`src/logic/cdag_defines.svh`:
```
`ifndef CDAG_DEFINES_SVH
`define CDAG_DEFINES_SVH
// ************************************************************
// Register offsets (word indices on the plain register port)
// ************************************************************
`define CDAG_ADDR_W        4
`define CDAG_OFF_STATUS    4'h0
`define CDAG_OFF_RDPAGE    4'h1
`define CDAG_OFF_WRPAGE    4'h2
`define CDAG_OFF_CORECTL   4'h3
`define CDAG_OFF_INTCTL1   4'h4
// ************************************************************
// Field positions and widths
// ************************************************************
`define CDAG_RDPAGE_W      10
`define CDAG_WRPAGE_W      9
`define CDAG_RDPAGE_TOP    9
`define CDAG_ADDR_TOP       15
`define CDAG_XADDR_W        24
`define CDAG_NEAR_W         13
`define CDAG_LIT5_W         5
`define CDAG_LIT10_W        10
`define CDAG_PRIO_LO        5
`define CDAG_PRIO_HI        7
`define CDAG_BIT_EITHER_OVF 11
`define CDAG_BIT_EITHER_SAT 10
`define CDAG_BIT_LOOP       9
`define CDAG_BIT_REPEAT     4
`define CDAG_CORECTL_PRIO3  3
`define CDAG_NEST_DIS_BIT   15
// ************************************************************
// Reset values
// ************************************************************
`define CDAG_STATUS_RST    16'h0000
`define CDAG_RDPAGE_RST    10'h001
`define CDAG_WRPAGE_RST    9'h001
`define CDAG_PRIO_MAX      3'h7
`endif

```
`src/logic/cdag_pkg.sv`:
```
package cdag_pkg;
  typedef enum logic [2:0] {
    CDAG_MODE_FILE,
    CDAG_MODE_REG,
    CDAG_MODE_IND,
    CDAG_MODE_POST,
    CDAG_MODE_PRE,
    CDAG_MODE_IDX,
    CDAG_MODE_LIT
  } cdag_mode_t;
  typedef enum logic [1:0] {
    CDAG_DST_FILE,
    CDAG_DST_DEFAULT,
    CDAG_DST_DEFAULT_WORK_REG,
    CDAG_DST_PAIR
  } cdag_dst_t;
  typedef enum logic [1:0] {
    CDAG_SPC_BASE,
    CDAG_SPC_EXT,
    CDAG_SPC_PROGWIN
  } cdag_space_t;
endpackage : cdag_pkg

```
`src/logic/cdag_ea_calc.sv`:
```
`timescale 1ns/1ns
`default_nettype none
`include "cdag_defines.svh"
module cdag_ea_calc (
  input  wire logic               [2:0]  mode,
  input  wire logic               [15:0] pointerReg,
  input  wire logic               [15:0] indexReg,
  input  wire logic               [15:0] litOffset,
  input  wire logic signed        [15:0] modStep,
  input  wire logic [`CDAG_NEAR_W-1:0]   fileAddr,
  input  wire logic               [15:0] fullAddr,
  input  wire logic                      moveInstr,
  output logic                    [15:0] effectiveAddr,
  output logic                    [15:0] pointerNext,
  output logic                           pointerWrite
);
  wire logic [15:0] preSum  = 16'(pointerReg + modStep);
  wire logic [15:0] nearExt = {{(16-`CDAG_NEAR_W){1'b0}}, fileAddr};
  always_comb begin
    effectiveAddr = pointerReg;
    pointerNext   = pointerReg;
    pointerWrite  = 1'b0;
    unique case (cdag_pkg::cdag_mode_t'(mode))
      cdag_pkg::CDAG_MODE_FILE: begin
        effectiveAddr = moveInstr ? fullAddr : nearExt;
      end
      cdag_pkg::CDAG_MODE_REG: begin
        effectiveAddr = pointerReg;
      end
      cdag_pkg::CDAG_MODE_IND: begin
        effectiveAddr = pointerReg;
      end
      cdag_pkg::CDAG_MODE_POST: begin
        effectiveAddr = pointerReg;
        pointerNext   = preSum;
        pointerWrite  = 1'b1;
      end
      cdag_pkg::CDAG_MODE_PRE: begin
        effectiveAddr = preSum;
        pointerNext   = preSum;
        pointerWrite  = 1'b1;
      end
      cdag_pkg::CDAG_MODE_IDX: begin
        effectiveAddr = 16'(pointerReg + indexReg);
      end
      cdag_pkg::CDAG_MODE_LIT: begin
        effectiveAddr = 16'(pointerReg + litOffset);
      end
      default: begin
        effectiveAddr = pointerReg;
      end
    endcase
  end
endmodule : cdag_ea_calc
`default_nettype wire

```
`src/logic/cdag_page_map.sv`:
```
`timescale 1ns/1ns
`default_nettype none
`include "cdag_defines.svh"
module cdag_page_map (
  input  wire logic [15:0]                  effectiveAddr,
  input  wire logic                         isWrite,
  input  wire logic [`CDAG_RDPAGE_W-1:0]    readPage,
  input  wire logic [`CDAG_WRPAGE_W-1:0]    writePage,
  output logic      [`CDAG_XADDR_W-1:0]     extAddr,
  output logic      [1:0]                   space
);
  wire logic upper = effectiveAddr[`CDAG_ADDR_TOP];
  wire logic rdTop = readPage[`CDAG_RDPAGE_TOP];
  wire logic [`CDAG_WRPAGE_W-1:0] page = isWrite ? writePage
                                     : readPage[`CDAG_WRPAGE_W-1:0];
  always_comb begin
    if (!upper) begin
      extAddr = {8'h00, effectiveAddr};
      space   = 2'(cdag_pkg::CDAG_SPC_BASE);
    end else begin
      extAddr = {page, effectiveAddr[`CDAG_ADDR_TOP-1:0]};
      space   = (!isWrite && rdTop) ? 2'(cdag_pkg::CDAG_SPC_PROGWIN)
                                    : 2'(cdag_pkg::CDAG_SPC_EXT);
    end
  end
endmodule : cdag_page_map
`default_nettype wire

```
`src/logic/cdag_addr_gen.sv`:
```
// Function
// - Read page register is 10 bits, write page register is 9 bits.
// - Read with page top 0 and address bit 15 set uses read page.
// - Write with address bit 15 set uses write page above bits 14:0.
// - Both page registers sit in the register space as locations.
// - File-register instructions reach the first 8192 bytes via 13 bits.
// - Default working register is register zero; multiply writes reg or pair (multiply here always selects CDAG_DST_PAIR).
// - Move instruction may address the whole data space.
// - Three-operand: source one register, source two register or 5-bit literal.
// - Supports direct, indirect, post, pre modified, 5 or 10 bit literals.
// - File direct uses encoded address; register direct uses contents.
// - Register indirect uses the pointer unchanged as address.
// - Post-modified accesses pointer value, then steps the pointer.
// - Pre-modified steps the pointer first, then uses the new value.
// - Indexed address is pointer plus second working register.
// - Literal offset address is pointer plus instruction literal.
// - Status bits 7:5 encode priority 0 to 7; 7 disables interrupts.
// - Core-control bit extends priority to 4 bits; set disables interrupts.
// - Priority field is read-only while nesting disable is set.
//
// Our own choices: the strobed register port and the register addresses.
`timescale 1ns/1ns
`default_nettype none
`include "cdag_defines.svh"
module cdag_addr_gen (
  input  wire logic                       clk_sys,
  input  wire logic                       rst,
  // ************************************************************
  // Register port
  // ************************************************************
  input  wire logic [`CDAG_ADDR_W-1:0]    regAddr,
  input  wire logic [15:0]                regWdata,
  input  wire logic                       regWr,
  input  wire logic                       regRd,
  output logic      [15:0]                regRdata,
  // ************************************************************
  // Decode side
  // ************************************************************
  input  wire logic                       accValid,
  input  wire logic [2:0]                 accMode,
  input  wire logic                       accWrite,
  input  wire logic                       moveInstr,
  input  wire logic                       multiplyInstr,
  input  wire logic                       resultToFile,
  input  wire logic                       litLong,
  input  wire logic [`CDAG_NEAR_W-1:0]    fileAddr,
  input  wire logic [15:0]                fullAddr,
  input  wire logic [15:0]                pointerReg,
  input  wire logic [15:0]                indexReg,
  input  wire logic [`CDAG_LIT10_W-1:0]   literal,
  input  wire logic signed [15:0]         modStep,
  input  wire logic [15:0]                baseWorkReg,
  input  wire logic [15:0]                operandTwoReg,
  input  wire logic                       operandTwoLit,
  input  wire logic [6:0]                 statusFlagSet,
  input  wire logic                       loopActiveIn,
  input  wire logic                       repeatActiveIn,
  // ************************************************************
  // Memory side and core results
  // ************************************************************
  output logic      [`CDAG_XADDR_W-1:0]   memAddr,
  output logic      [1:0]                 memSpace,
  output logic                            memWrite,
  output logic                            memValid,
  output logic      [15:0]                pointerNext,
  output logic                            pointerWrite,
  output logic      [1:0]                 destSel,
  output logic      [15:0]                operandOne,
  output logic      [15:0]                operandTwo,
  output logic      [3:0]                 cpuPriorityLevel,
  output logic                            userIrqDisabled
);
  // ************************************************************
  // Registers
  // ************************************************************
  logic [15:0]                 statusFf;
  logic [`CDAG_RDPAGE_W-1:0]   readPageFf;
  logic [`CDAG_WRPAGE_W-1:0]   writePageFf;
  logic                        corePrio3Ff;
  logic                        nestDisFf;
  logic [15:0]                 rdataFf;
  logic [`CDAG_XADDR_W-1:0]    memAddrFf;
  logic [1:0]                  memSpaceFf;
  logic                        memWriteFf;
  logic                        memValidFf;
  logic [15:0]                 ptrNextFf;
  logic                        ptrWrFf;
  logic [1:0]                  destFf;
  logic [15:0]                 opOneFf;
  logic [15:0]                 opTwoFf;

  wire logic selStatus = regAddr == `CDAG_OFF_STATUS;
  wire logic selRdPage = regAddr == `CDAG_OFF_RDPAGE;
  wire logic selWrPage = regAddr == `CDAG_OFF_WRPAGE;
  wire logic selCore   = regAddr == `CDAG_OFF_CORECTL;
  wire logic selIntc   = regAddr == `CDAG_OFF_INTCTL1;
  wire logic wrStatus  = regWr && selStatus;

  // ************************************************************
  // Address calculation
  // ************************************************************
  // Short literals are zero-extended on both operand paths
  function automatic logic [15:0] lit5Ext(
    input logic [`CDAG_LIT10_W-1:0] lit);
    return {{(16-`CDAG_LIT5_W){1'b0}}, lit[`CDAG_LIT5_W-1:0]};
  endfunction : lit5Ext
  wire logic [15:0] litExt = litLong ?
    {{(16-`CDAG_LIT10_W){1'b0}}, literal} : lit5Ext(literal);
  wire logic [15:0] addrNow;
  wire logic [15:0] ptrNow;
  wire logic        ptrWrNow;
  wire logic [`CDAG_XADDR_W-1:0] xAddr;
  wire logic [1:0]  spaceNow;

  cdag_ea_calc uEa (
    .mode          (accMode),
    .pointerReg    (pointerReg),
    .indexReg      (indexReg),
    .litOffset     (litExt),
    .modStep       (modStep),
    .fileAddr      (fileAddr),
    .fullAddr      (fullAddr),
    .moveInstr     (moveInstr),
    .effectiveAddr (addrNow),
    .pointerNext   (ptrNow),
    .pointerWrite  (ptrWrNow)
  );

  cdag_page_map uPage (
    .effectiveAddr (addrNow),
    .isWrite       (accWrite),
    .readPage      (readPageFf),
    .writePage     (writePageFf),
    .extAddr       (xAddr),
    .space         (spaceNow)
  );

  // Register direct operates on contents, no memory cycle
  wire logic memCycle = accValid &&
    (cdag_pkg::cdag_mode_t'(accMode) != cdag_pkg::CDAG_MODE_REG);
  wire logic [1:0] nxt_dest = multiplyInstr ?
    2'(cdag_pkg::CDAG_DST_PAIR) :
    (resultToFile ? 2'(cdag_pkg::CDAG_DST_FILE)
                  : 2'(cdag_pkg::CDAG_DST_DEFAULT));
  wire logic [15:0] nxt_opTwo = operandTwoLit ? lit5Ext(literal)
    : operandTwoReg;

  always_ff @(posedge clk_sys or posedge rst) begin
    if (rst) begin
      memAddrFf  <= '0;
      memSpaceFf <= '0;
      memWriteFf <= 1'b0;
      memValidFf <= 1'b0;
      ptrNextFf  <= '0;
      ptrWrFf    <= 1'b0;
      destFf     <= '0;
      opOneFf    <= '0;
      opTwoFf    <= '0;
    end else begin
      memAddrFf  <= xAddr;
      memSpaceFf <= spaceNow;
      memWriteFf <= memCycle && accWrite;
      memValidFf <= memCycle;
      ptrNextFf  <= ptrNow;
      ptrWrFf    <= accValid && ptrWrNow;
      destFf     <= nxt_dest;
      opOneFf    <= baseWorkReg;
      opTwoFf    <= nxt_opTwo;
    end
  end

  // ************************************************************
  // Status word and page registers
  // ************************************************************
  // Hardware set wins over a software clear in the same cycle
  logic [15:0] nxt_status;
  always_comb begin
    nxt_status = statusFf;
    if (wrStatus) begin
      nxt_status = regWdata;
      nxt_status[`CDAG_BIT_EITHER_OVF] = statusFf[`CDAG_BIT_EITHER_OVF]
                                         & regWdata[`CDAG_BIT_EITHER_OVF];
      nxt_status[`CDAG_BIT_EITHER_SAT] = statusFf[`CDAG_BIT_EITHER_SAT]
                                         & regWdata[`CDAG_BIT_EITHER_SAT];
      if (nestDisFf) begin
        nxt_status[`CDAG_PRIO_HI:`CDAG_PRIO_LO] =
          statusFf[`CDAG_PRIO_HI:`CDAG_PRIO_LO];
      end
    end
    nxt_status[`CDAG_BIT_EITHER_OVF] = nxt_status[`CDAG_BIT_EITHER_OVF]
                                       | statusFlagSet[0];
    nxt_status[`CDAG_BIT_EITHER_SAT] = nxt_status[`CDAG_BIT_EITHER_SAT]
                                       | statusFlagSet[1];
    nxt_status[`CDAG_BIT_LOOP]   = loopActiveIn;
    nxt_status[`CDAG_BIT_REPEAT] = repeatActiveIn;
  end

  always_ff @(posedge clk_sys or posedge rst) begin
    if (rst) begin
      statusFf <= `CDAG_STATUS_RST;
    end else begin
      statusFf <= nxt_status;
    end
  end

  always_ff @(posedge clk_sys or posedge rst) begin
    if (rst) begin
      readPageFf  <= `CDAG_RDPAGE_RST;
      writePageFf <= `CDAG_WRPAGE_RST;
      corePrio3Ff <= 1'b0;
      nestDisFf   <= 1'b0;
    end else if (regWr) begin
      if (selRdPage) readPageFf  <= regWdata[`CDAG_RDPAGE_W-1:0];
      if (selWrPage) writePageFf <= regWdata[`CDAG_WRPAGE_W-1:0];
      if (selCore) corePrio3Ff <= regWdata[`CDAG_CORECTL_PRIO3];
      if (selIntc) nestDisFf   <= regWdata[`CDAG_NEST_DIS_BIT];
    end
  end

  // ************************************************************
  // Read path
  // ************************************************************
  wire logic [15:0] rdMux =
    selStatus ? statusFf :
    selRdPage ? {6'h00, readPageFf} :
    selWrPage ? {7'h00, writePageFf} :
    selCore   ? {12'h000, corePrio3Ff, 3'h0} :
    selIntc   ? {nestDisFf, 15'h0000} : 16'h0000;

  always_ff @(posedge clk_sys or posedge rst) begin
    if (rst) begin
      rdataFf <= '0;
    end else begin
      rdataFf <= regRd ? rdMux : 16'h0000;
    end
  end

  wire logic [2:0] prioLow = statusFf[`CDAG_PRIO_HI:`CDAG_PRIO_LO];

  assign regRdata         = rdataFf;
  assign memAddr          = memAddrFf;
  assign memSpace         = memSpaceFf;
  assign memWrite         = memWriteFf;
  assign memValid         = memValidFf;
  assign pointerNext      = ptrNextFf;
  assign pointerWrite     = ptrWrFf;
  assign destSel          = destFf;
  assign operandOne       = opOneFf;
  assign operandTwo       = opTwoFf;
  assign cpuPriorityLevel = {corePrio3Ff, prioLow};
  assign userIrqDisabled  = corePrio3Ff ||
                            (prioLow == `CDAG_PRIO_MAX);
endmodule : cdag_addr_gen
`default_nettype wire

```
`config.mk`:
```
export PLATFORM = sky130hd
export DESIGN_NAME = cdag_addr_gen
export DESIGN_NICKNAME = d
export VERILOG_FILES = /design/src/logic/cdag_pkg.sv /design/src/logic/cdag_ea_calc.sv /design/src/logic/cdag_page_map.sv /design/src/logic/cdag_addr_gen.sv
export VERILOG_INCLUDE_DIRS = /design/src /design/src/logic
export SDC_FILE = /design/constraint.sdc
export NUM_CORES = 1
export LEC_CHECK = 0
export BUFFER_PORTS_ARGS = -buffer_cell sky130_fd_sc_hd__buf_4
export CORE_UTILIZATION = 45
export DETAILED_ROUTE_END_ITERATION = 7
export GPL_TIMING_DRIVEN = 1
export PLACE_DENSITY_LB_ADDON = 0.15
export SYNTH_ARGS = -nofsm -noshare
export SYNTH_HDL_FRONTEND = slang
export SYNTH_HIERARCHICAL = 1
export SYNTH_SLANG_ARGS = --single-unit
export TNS_END_PERCENT = 5
```
`constraint.sdc`:
```
create_clock -name clk_sys -period 6.4 [get_ports clk_sys]
set_input_delay 1.6 -clock clk_sys [delete_from_list [all_inputs] [get_ports clk_sys]]
set_output_delay 1.6 -clock clk_sys [all_outputs]
set_load 0.005 [all_outputs]
```
==> results of run 1 <==
## worst max-delay path: stages
cell	delay (ns)
buf_4	0.17
nand3b_1	0.09
buf_4	0.28
mux2_2	0.39
ha_1	0.34
a41oi_1	0.21
o21ai_0	0.18
a22oi_1	0.32
nand2_1	0.15
a221oi_1	0.45
mux2i_1	0.26
nand3_1	0.42
and3_1	0.32
## flip-flops by register name, summed over array words and instances, names as in the netlist, 2 cells and up
register,count
regRdata,16
operandTwo,16
destSel,2
statusFf,16
memAddr,24
pointerNext,16
writePageFf,9
memSpace,2
readPageFf,10
operandOne,16
## cell families after synthesis
logic type | count (synthesis) | share of synthesized area [%]
other | 1 | 0.0533
DFF | 132 | 47.0
muxes | 83 | 12.9
and+or+nand+nor | 175 | 12.3
buffers and inverters | 54 | 4.32
AOI/OAI and AO/OA | 148 | 13.9
adders and majority gates | 35 | 6.44
xor gates and xnor gates | 25 | 3.11
## layout by cell type, fill, tap and decap left out, types with 7 or more instances in the layout
| cell | n |
|---|---|
| o21ai_0 | 26 |
| xnor2_1 | 15 |
| a21oi_1 | 46 |
| mux2i_1 | 23 |
| nor2_1 | 36 |
| and3_1 | 7 |
| ha_1 | 33 |
| dfrtp_1 | 130 |
| and2_1 | 9 |
| xor2_1 | 10 |
| inv_1 | 9 |
| o221ai_1 | 11 |
| buf_4 | 260 |
| nor2b_1 | 23 |
| clkbuf_16 | 17 |
| a21o_1 | 8 |
| nand3_1 | 8 |
| mux2_2 | 60 |
| nand2_1 | 63 |
## layer usage
layer | wire (µm) | track usage (%)
met5 | 0 | 0
met4 | 395 | 9.10
met3 | 1290 | 5.78
met2 | 9990 | 43.6
met1 | 8040 | 29.6
## worst min path at each step
| stage | to | slack, ns | startpoint | depth (start not counted) |
|---|---|---|---|---|
| 3_3_place_gp | statusFf[12] | 0.48 | statusFf[12] | 1 |
| 4_1_cts | regRdata[12] | 0.50 | statusFf[12] | 1 |
| 2_1_floorplan | memSpace[0] | 0.46 | readPageFf[9] | 1 |
| 5_1_grt | regRdata[14] | 0.53 | statusFf[14] | 1 |
| 6_report | regRdata[12] | 0.49 | statusFf[12] | 1 |
| 3_5_place_dp | regRdata[12] | 0.49 | statusFf[12] | 1 |
## final cells by class
| class | instances | area, µm² | share of cell area (%) |
|---|---|---|---|
| inverter | 11 | 46.3 | 0.482 |
| tap | 211 | 264 | 2.75 |
| timing repair buffer | 260 | 1950 | 20.3 |
| clock inverter | 15 | 161 | 1.68 |
| clock buffer | 17 | 425 | 4.43 |
| multi-input combinational | 472 | 3450 | 35.9 |
| sequential | 132 | 3310 | 34.4 |
## report_power, final
group	internal, mW	switching (mW)
clock	0.553	0.412
sequential	0.939	0.0543
combinational	0.299	0.269
total	1.79	0.736
## per-stage QoR
| stage | hold WS [ns] | cells | total power, mW |
|---|---|---|---|
| 6_report | 0.495 | 1118 | 2.53 |
| 4_1_cts | 0.498 | 1118 | 2.54 |
| 3_5_place_dp | 0.486 | 1086 | 1.57 |
| 5_1_grt | 0.530 | 1118 | 2.64 |
| 3_3_place_gp | 0.480 | 1086 | 1.55 |
| 2_1_floorplan | 0.462 | 658 | 1.33 |
==> flow_summary.toml, run 1 <==
[clock_tree]
clk_path_buf_depth = 2
ctsResizeCount = 0
cts_tree = "yes"
cts_root_buffer = "clkbuf_16"
hold_buffers = 0
clk_pin_slew_ns = 0.06
cts.sinks = 132
cts_buffers = 17
htree_levels = 4
post-cts-setup-buffers = 0
clk_latency_ns = 0.42

[routing]
via_per_inst = 5.34
drc = 0
vias = 5968
firstDrtPassIters = 8
wl_per_cell_um = 17.6
drt_wl_total_um = 19700
drt_iter0_drc = 347
ant_nets = 0

[setup_path]
startpoint = "accMode[2]"
r2r-start = "nestDisFf"
rrSetupSlack_ns = 5.31
worstSetupEndpoint = "memSpace[1]"
crit_fanout = 16
cp.arrival_ns = 5.18
startpoint_type = "primary input"
worstRegToRegCells = 2
critical_path_class = "in -> reg"
end_kind = "register"
timing.rr.end = "statusFf[6]"
required_ns = 6.70

[grt]
grt_overflow_total = 0
first_global_vias = 6171
grt_pass1_wl_um = 30700
antenna_found_initial = 0
grt_max_degree = 81
track_usage_pct = 24.8

[die]
dieWidth_um = 127
rows = 45
ios = 262
die_area_um2 = 16100
start_util_pct = 46.1
core-area_um2 = 15300
die_h_um = 127

[min_path]
hold_class = "reg -> reg"

[layout]
drive_gt1_share_pct = 40.2
syn_to_final_growth_pct = 36.4
nets = 1091
fin_util_pct = 62.9
n_antenna_cell = 0
fill_cells = 1252
fin_area_um2 = 9600

[placed_design]
dp_hpwl_um = 14500
placed_cell_area_um2 = 9010
place_ws_ns = 1.17
io_buffers = 256
place_congestion = 0.875

[logic_synthesis]
ys.flop_type = "dfrtp_1"
synth.area.top_cells = "dfrtp_1, mux2_2, ha_1"
ys_types = 63
synth_commonest_cells = "dfrtp_1, nand2_1, mux2_2"
syn_area_um2 = 7040
synth_edf_count = 0
synthArstFlopShare_pct = 100
yosysTopAreaCell = "dfrtp_1"
yosysMostFrequentCell = "dfrtp_1"
ys_ff_latch = 132
yosysSeqAreaShare_pct = 47.0
yosysTopAreaCellShare_pct = 46.2
yosysWarnings = 6
synth_cells = 653
syn_avg_cell_area_um2 = 10.8

[sta]
finalMaxSlewViolations = 0
grt_setup_unrepaired = "no"
finalClockSkew_ns = 0.00552
setup_viol = 0
worst_pin_slew_ns = 1.23
fin_crit_ns = 4.88
setup_ws_ns = 1.52
fin_crit_sh_pct = 76.3
slew_headroom_pct = 17.4
setup_tns_ns = 0
finalHoldViolCount = 0
max_freq_mhz = 205

[job]
drv_cap = 0

[pwr]
leakagePower_nw = 4.69
vdd_drop_max_mv = 0.181
p_per_area_nw_per_um2 = 263

[run_status]
status = "completed"
(Power assumes the default switching activity.)
==> inputs of run 2 (changes only) <==
Clock period 6.4 ns to 5 ns, I/O delays scaled along.
==> run 2 against run 1 <==
  * Cell count increased by 0.27%
  * Hold slack improved by 0.0044 ns
  * Clock power increased by 30%
  * Non-clock buffer count increased by 3
  * Via count increased by 2.4%
  * Setup slack got worse by 0.73 ns
  * Combinational power increased by 29%
  * First-iteration DRC count decreased by 10%
  * Clock skew increased by 0.00068 ns
  * Sequential share of layout area decreased by 0.098 points
  * Die area unchanged
  * Critical path depth increased by 1
  * Critical endpoint unchanged
  * Largest cell class unchanged
  * Largest power group unchanged
==> flow_summary.toml, run 2 (same netlist as run 1, synthesis figures left out) <==
[run_status]
status = "completed"

[routing]
wl_per_cell_um = 17.5
vias = 6114
drt_iter0_drc = 311
firstDrtPassIters = 5
ant_nets = 0
drc = 0
via_per_inst = 5.45
drt_wl_total_um = 19700

[grt]
first_global_vias = 6139
antenna_found_initial = 0
grt_overflow_total = 0
grt_max_degree = 108
grt_pass1_wl_um = 30400
track_usage_pct = 24.6

[layout]
n_antenna_cell = 0
nets = 1094
largest_register_ffs = 24
seqCellArea_um2 = 3310
fin_util_pct = 63.1
multi_input_area_um2 = 3450
final_common_cell = "buf_4"
fill_cells = 1220
syn_to_final_growth_pct = 36.8
drive_gt1_share_pct = 40.3
mostFrequentLayoutCells = "buf_4, dfrtp_1, nand2_1"

[sta]
finalHoldViolCount = 0
whs_ns = 0.499
fin_crit_ns = 4.21
slew_headroom_pct = 36.4
finalClockSkew_ns = 0.00620
setup_viol = 0
worst_pin_slew_ns = 0.948
max_freq_mhz = 237
grt_setup_unrepaired = "no"
setup_ws_ns = 0.787
finalMaxSlewViolations = 0
fin_crit_sh_pct = 84.3
setup_tns_ns = 0

[clock_tree]
cts_tree = "yes"
clk_pin_slew_ns = 0.06
post-cts-setup-buffers = 0
hold_buffers = 0
cts_buffers = 17
clk_latency_ns = 0.42
htree_levels = 4
clk_path_buf_depth = 2
cts.sinks = 132
ctsResizeCount = 0
cts_root_buffer = "clkbuf_16"

[die]
die_area_um2 = 16100
core-area_um2 = 15300
dieWidth_um = 127
die_h_um = 127
rows = 45
ios = 262
start_util_pct = 46.1

[pwr]
clkPwrFrac_pct = 38.5
leakagePower_nw = 4.70
p_sw_share_pct = 28.0
vdd_drop_max_mv = 0.248
internal-power_mw = 2.34
power_frac_seq_pct = 39.0
switching_power_uw = 912
finalPower_mw = 3.26
p_per_area_nw_per_um2 = 338
comb_power_share_pct = 22.5

[setup_path]
startpoint_type = "primary input"
end_kind = "register"
cp_top_family = "compound AO/OA/AOI/OAI gates"
cp_slowest_cell = "mux2_2"
cp_common_cell = "buf_4"
required_ns = 5.31
worstRegToRegCells = 2
rrSetupSlack_ns = 3.92
crit_fanout = 16
timing.rr.end = "statusFf[6]"
cp.arrival_ns = 4.52
cp_cell_sequence = "buf_4 > nand3b_1 > buf_4 > mux2_2 > ha_1 > a41oi_1 > o21ai_0 > a22oi_1 > nand2_1 > a221oi_1 > mux2i_1 > nand3_1 > buf_4 > and3_1"
critPathMaxStageDelay_ns = 0.40
path_buf_inv = 3
r2r-start = "nestDisFf"
critical_path_class = "in -> reg"

[placed_design]
dp_hpwl_um = 14400
io_buffers = 256
place_congestion = 0.852
place_ws_ns = 0.419

[job]
drv_cap = 0

[min_path]
hold_end = "regRdata[14]"
hold_class = "reg -> reg"
hold_path.startpoint = "statusFf[14]"
holdPathStages = 1
==> run 2: power by group through the flow <==
stage               logic (mW)  clock network [mW]  registers [mW]
floorplan                0.423                   0            1.28
global placement         0.708                   0            1.28
detailed placement       0.727                   0            1.29
CTS                      0.732                1.28            1.27
global route             0.795                1.33            1.28
finish                   0.732                1.25            1.27
==> run 2: layout make-up <==
cell class | instances | area share (%)
Timing Repair Buffer | 263 | 20.5
Clock inverter | 13 | 1.55
Tap cell | 211 | 2.74
Sequential cell | 132 | 34.3
Inverter | 11 | 0.481
Clock buffer | 19 | 4.60
Multi-Input combinational cell | 472 | 35.8
==> run 2: worst reg2reg max path, delay by kind of cell, from the launching register on <==
| kind | cells | cell delay, ns |
|---|---|---|
| flops | 1 | 0.38 |
| mux | 1 | 0.34 |
| simple gates | 1 | 0.25 |
==> run 2: metal layers <==
metal  vias to the layer above  GRT usage (%)  wire (µm)
li1                       2816              -          -
met3                        33           5.65       1520
met2                       321           43.4       9990
met1                      2944           29.2       7690
met5                         -              0          0
met4                         0           9.80        462
==> run 2: worst max path at each step <==
stage | start | end | slack (ns) | cells after the start
after floorplan | rst | corePrio3Ff | 0.23 | 1
after global placement | accMode[2] | memSpace[1] | 0.46 | 14
after detailed placement | accMode[2] | memSpace[1] | 0.42 | 14
after CTS | accMode[2] | memSpace[1] | 0.83 | 14
after global routing | accMode[2] | memSpace[0] | 0.57 | 14
final | accMode[2] | memSpace[1] | 0.79 | 14
==> run 2: through the flow <==
step / area (µm²) / cells
floorplan: 7060 / 658
global placement: 9040 / 1089
detailed placement: 9040 / 1089
CTS: 9630 / 1121
global route: 9630 / 1121
finish: 9630 / 1121
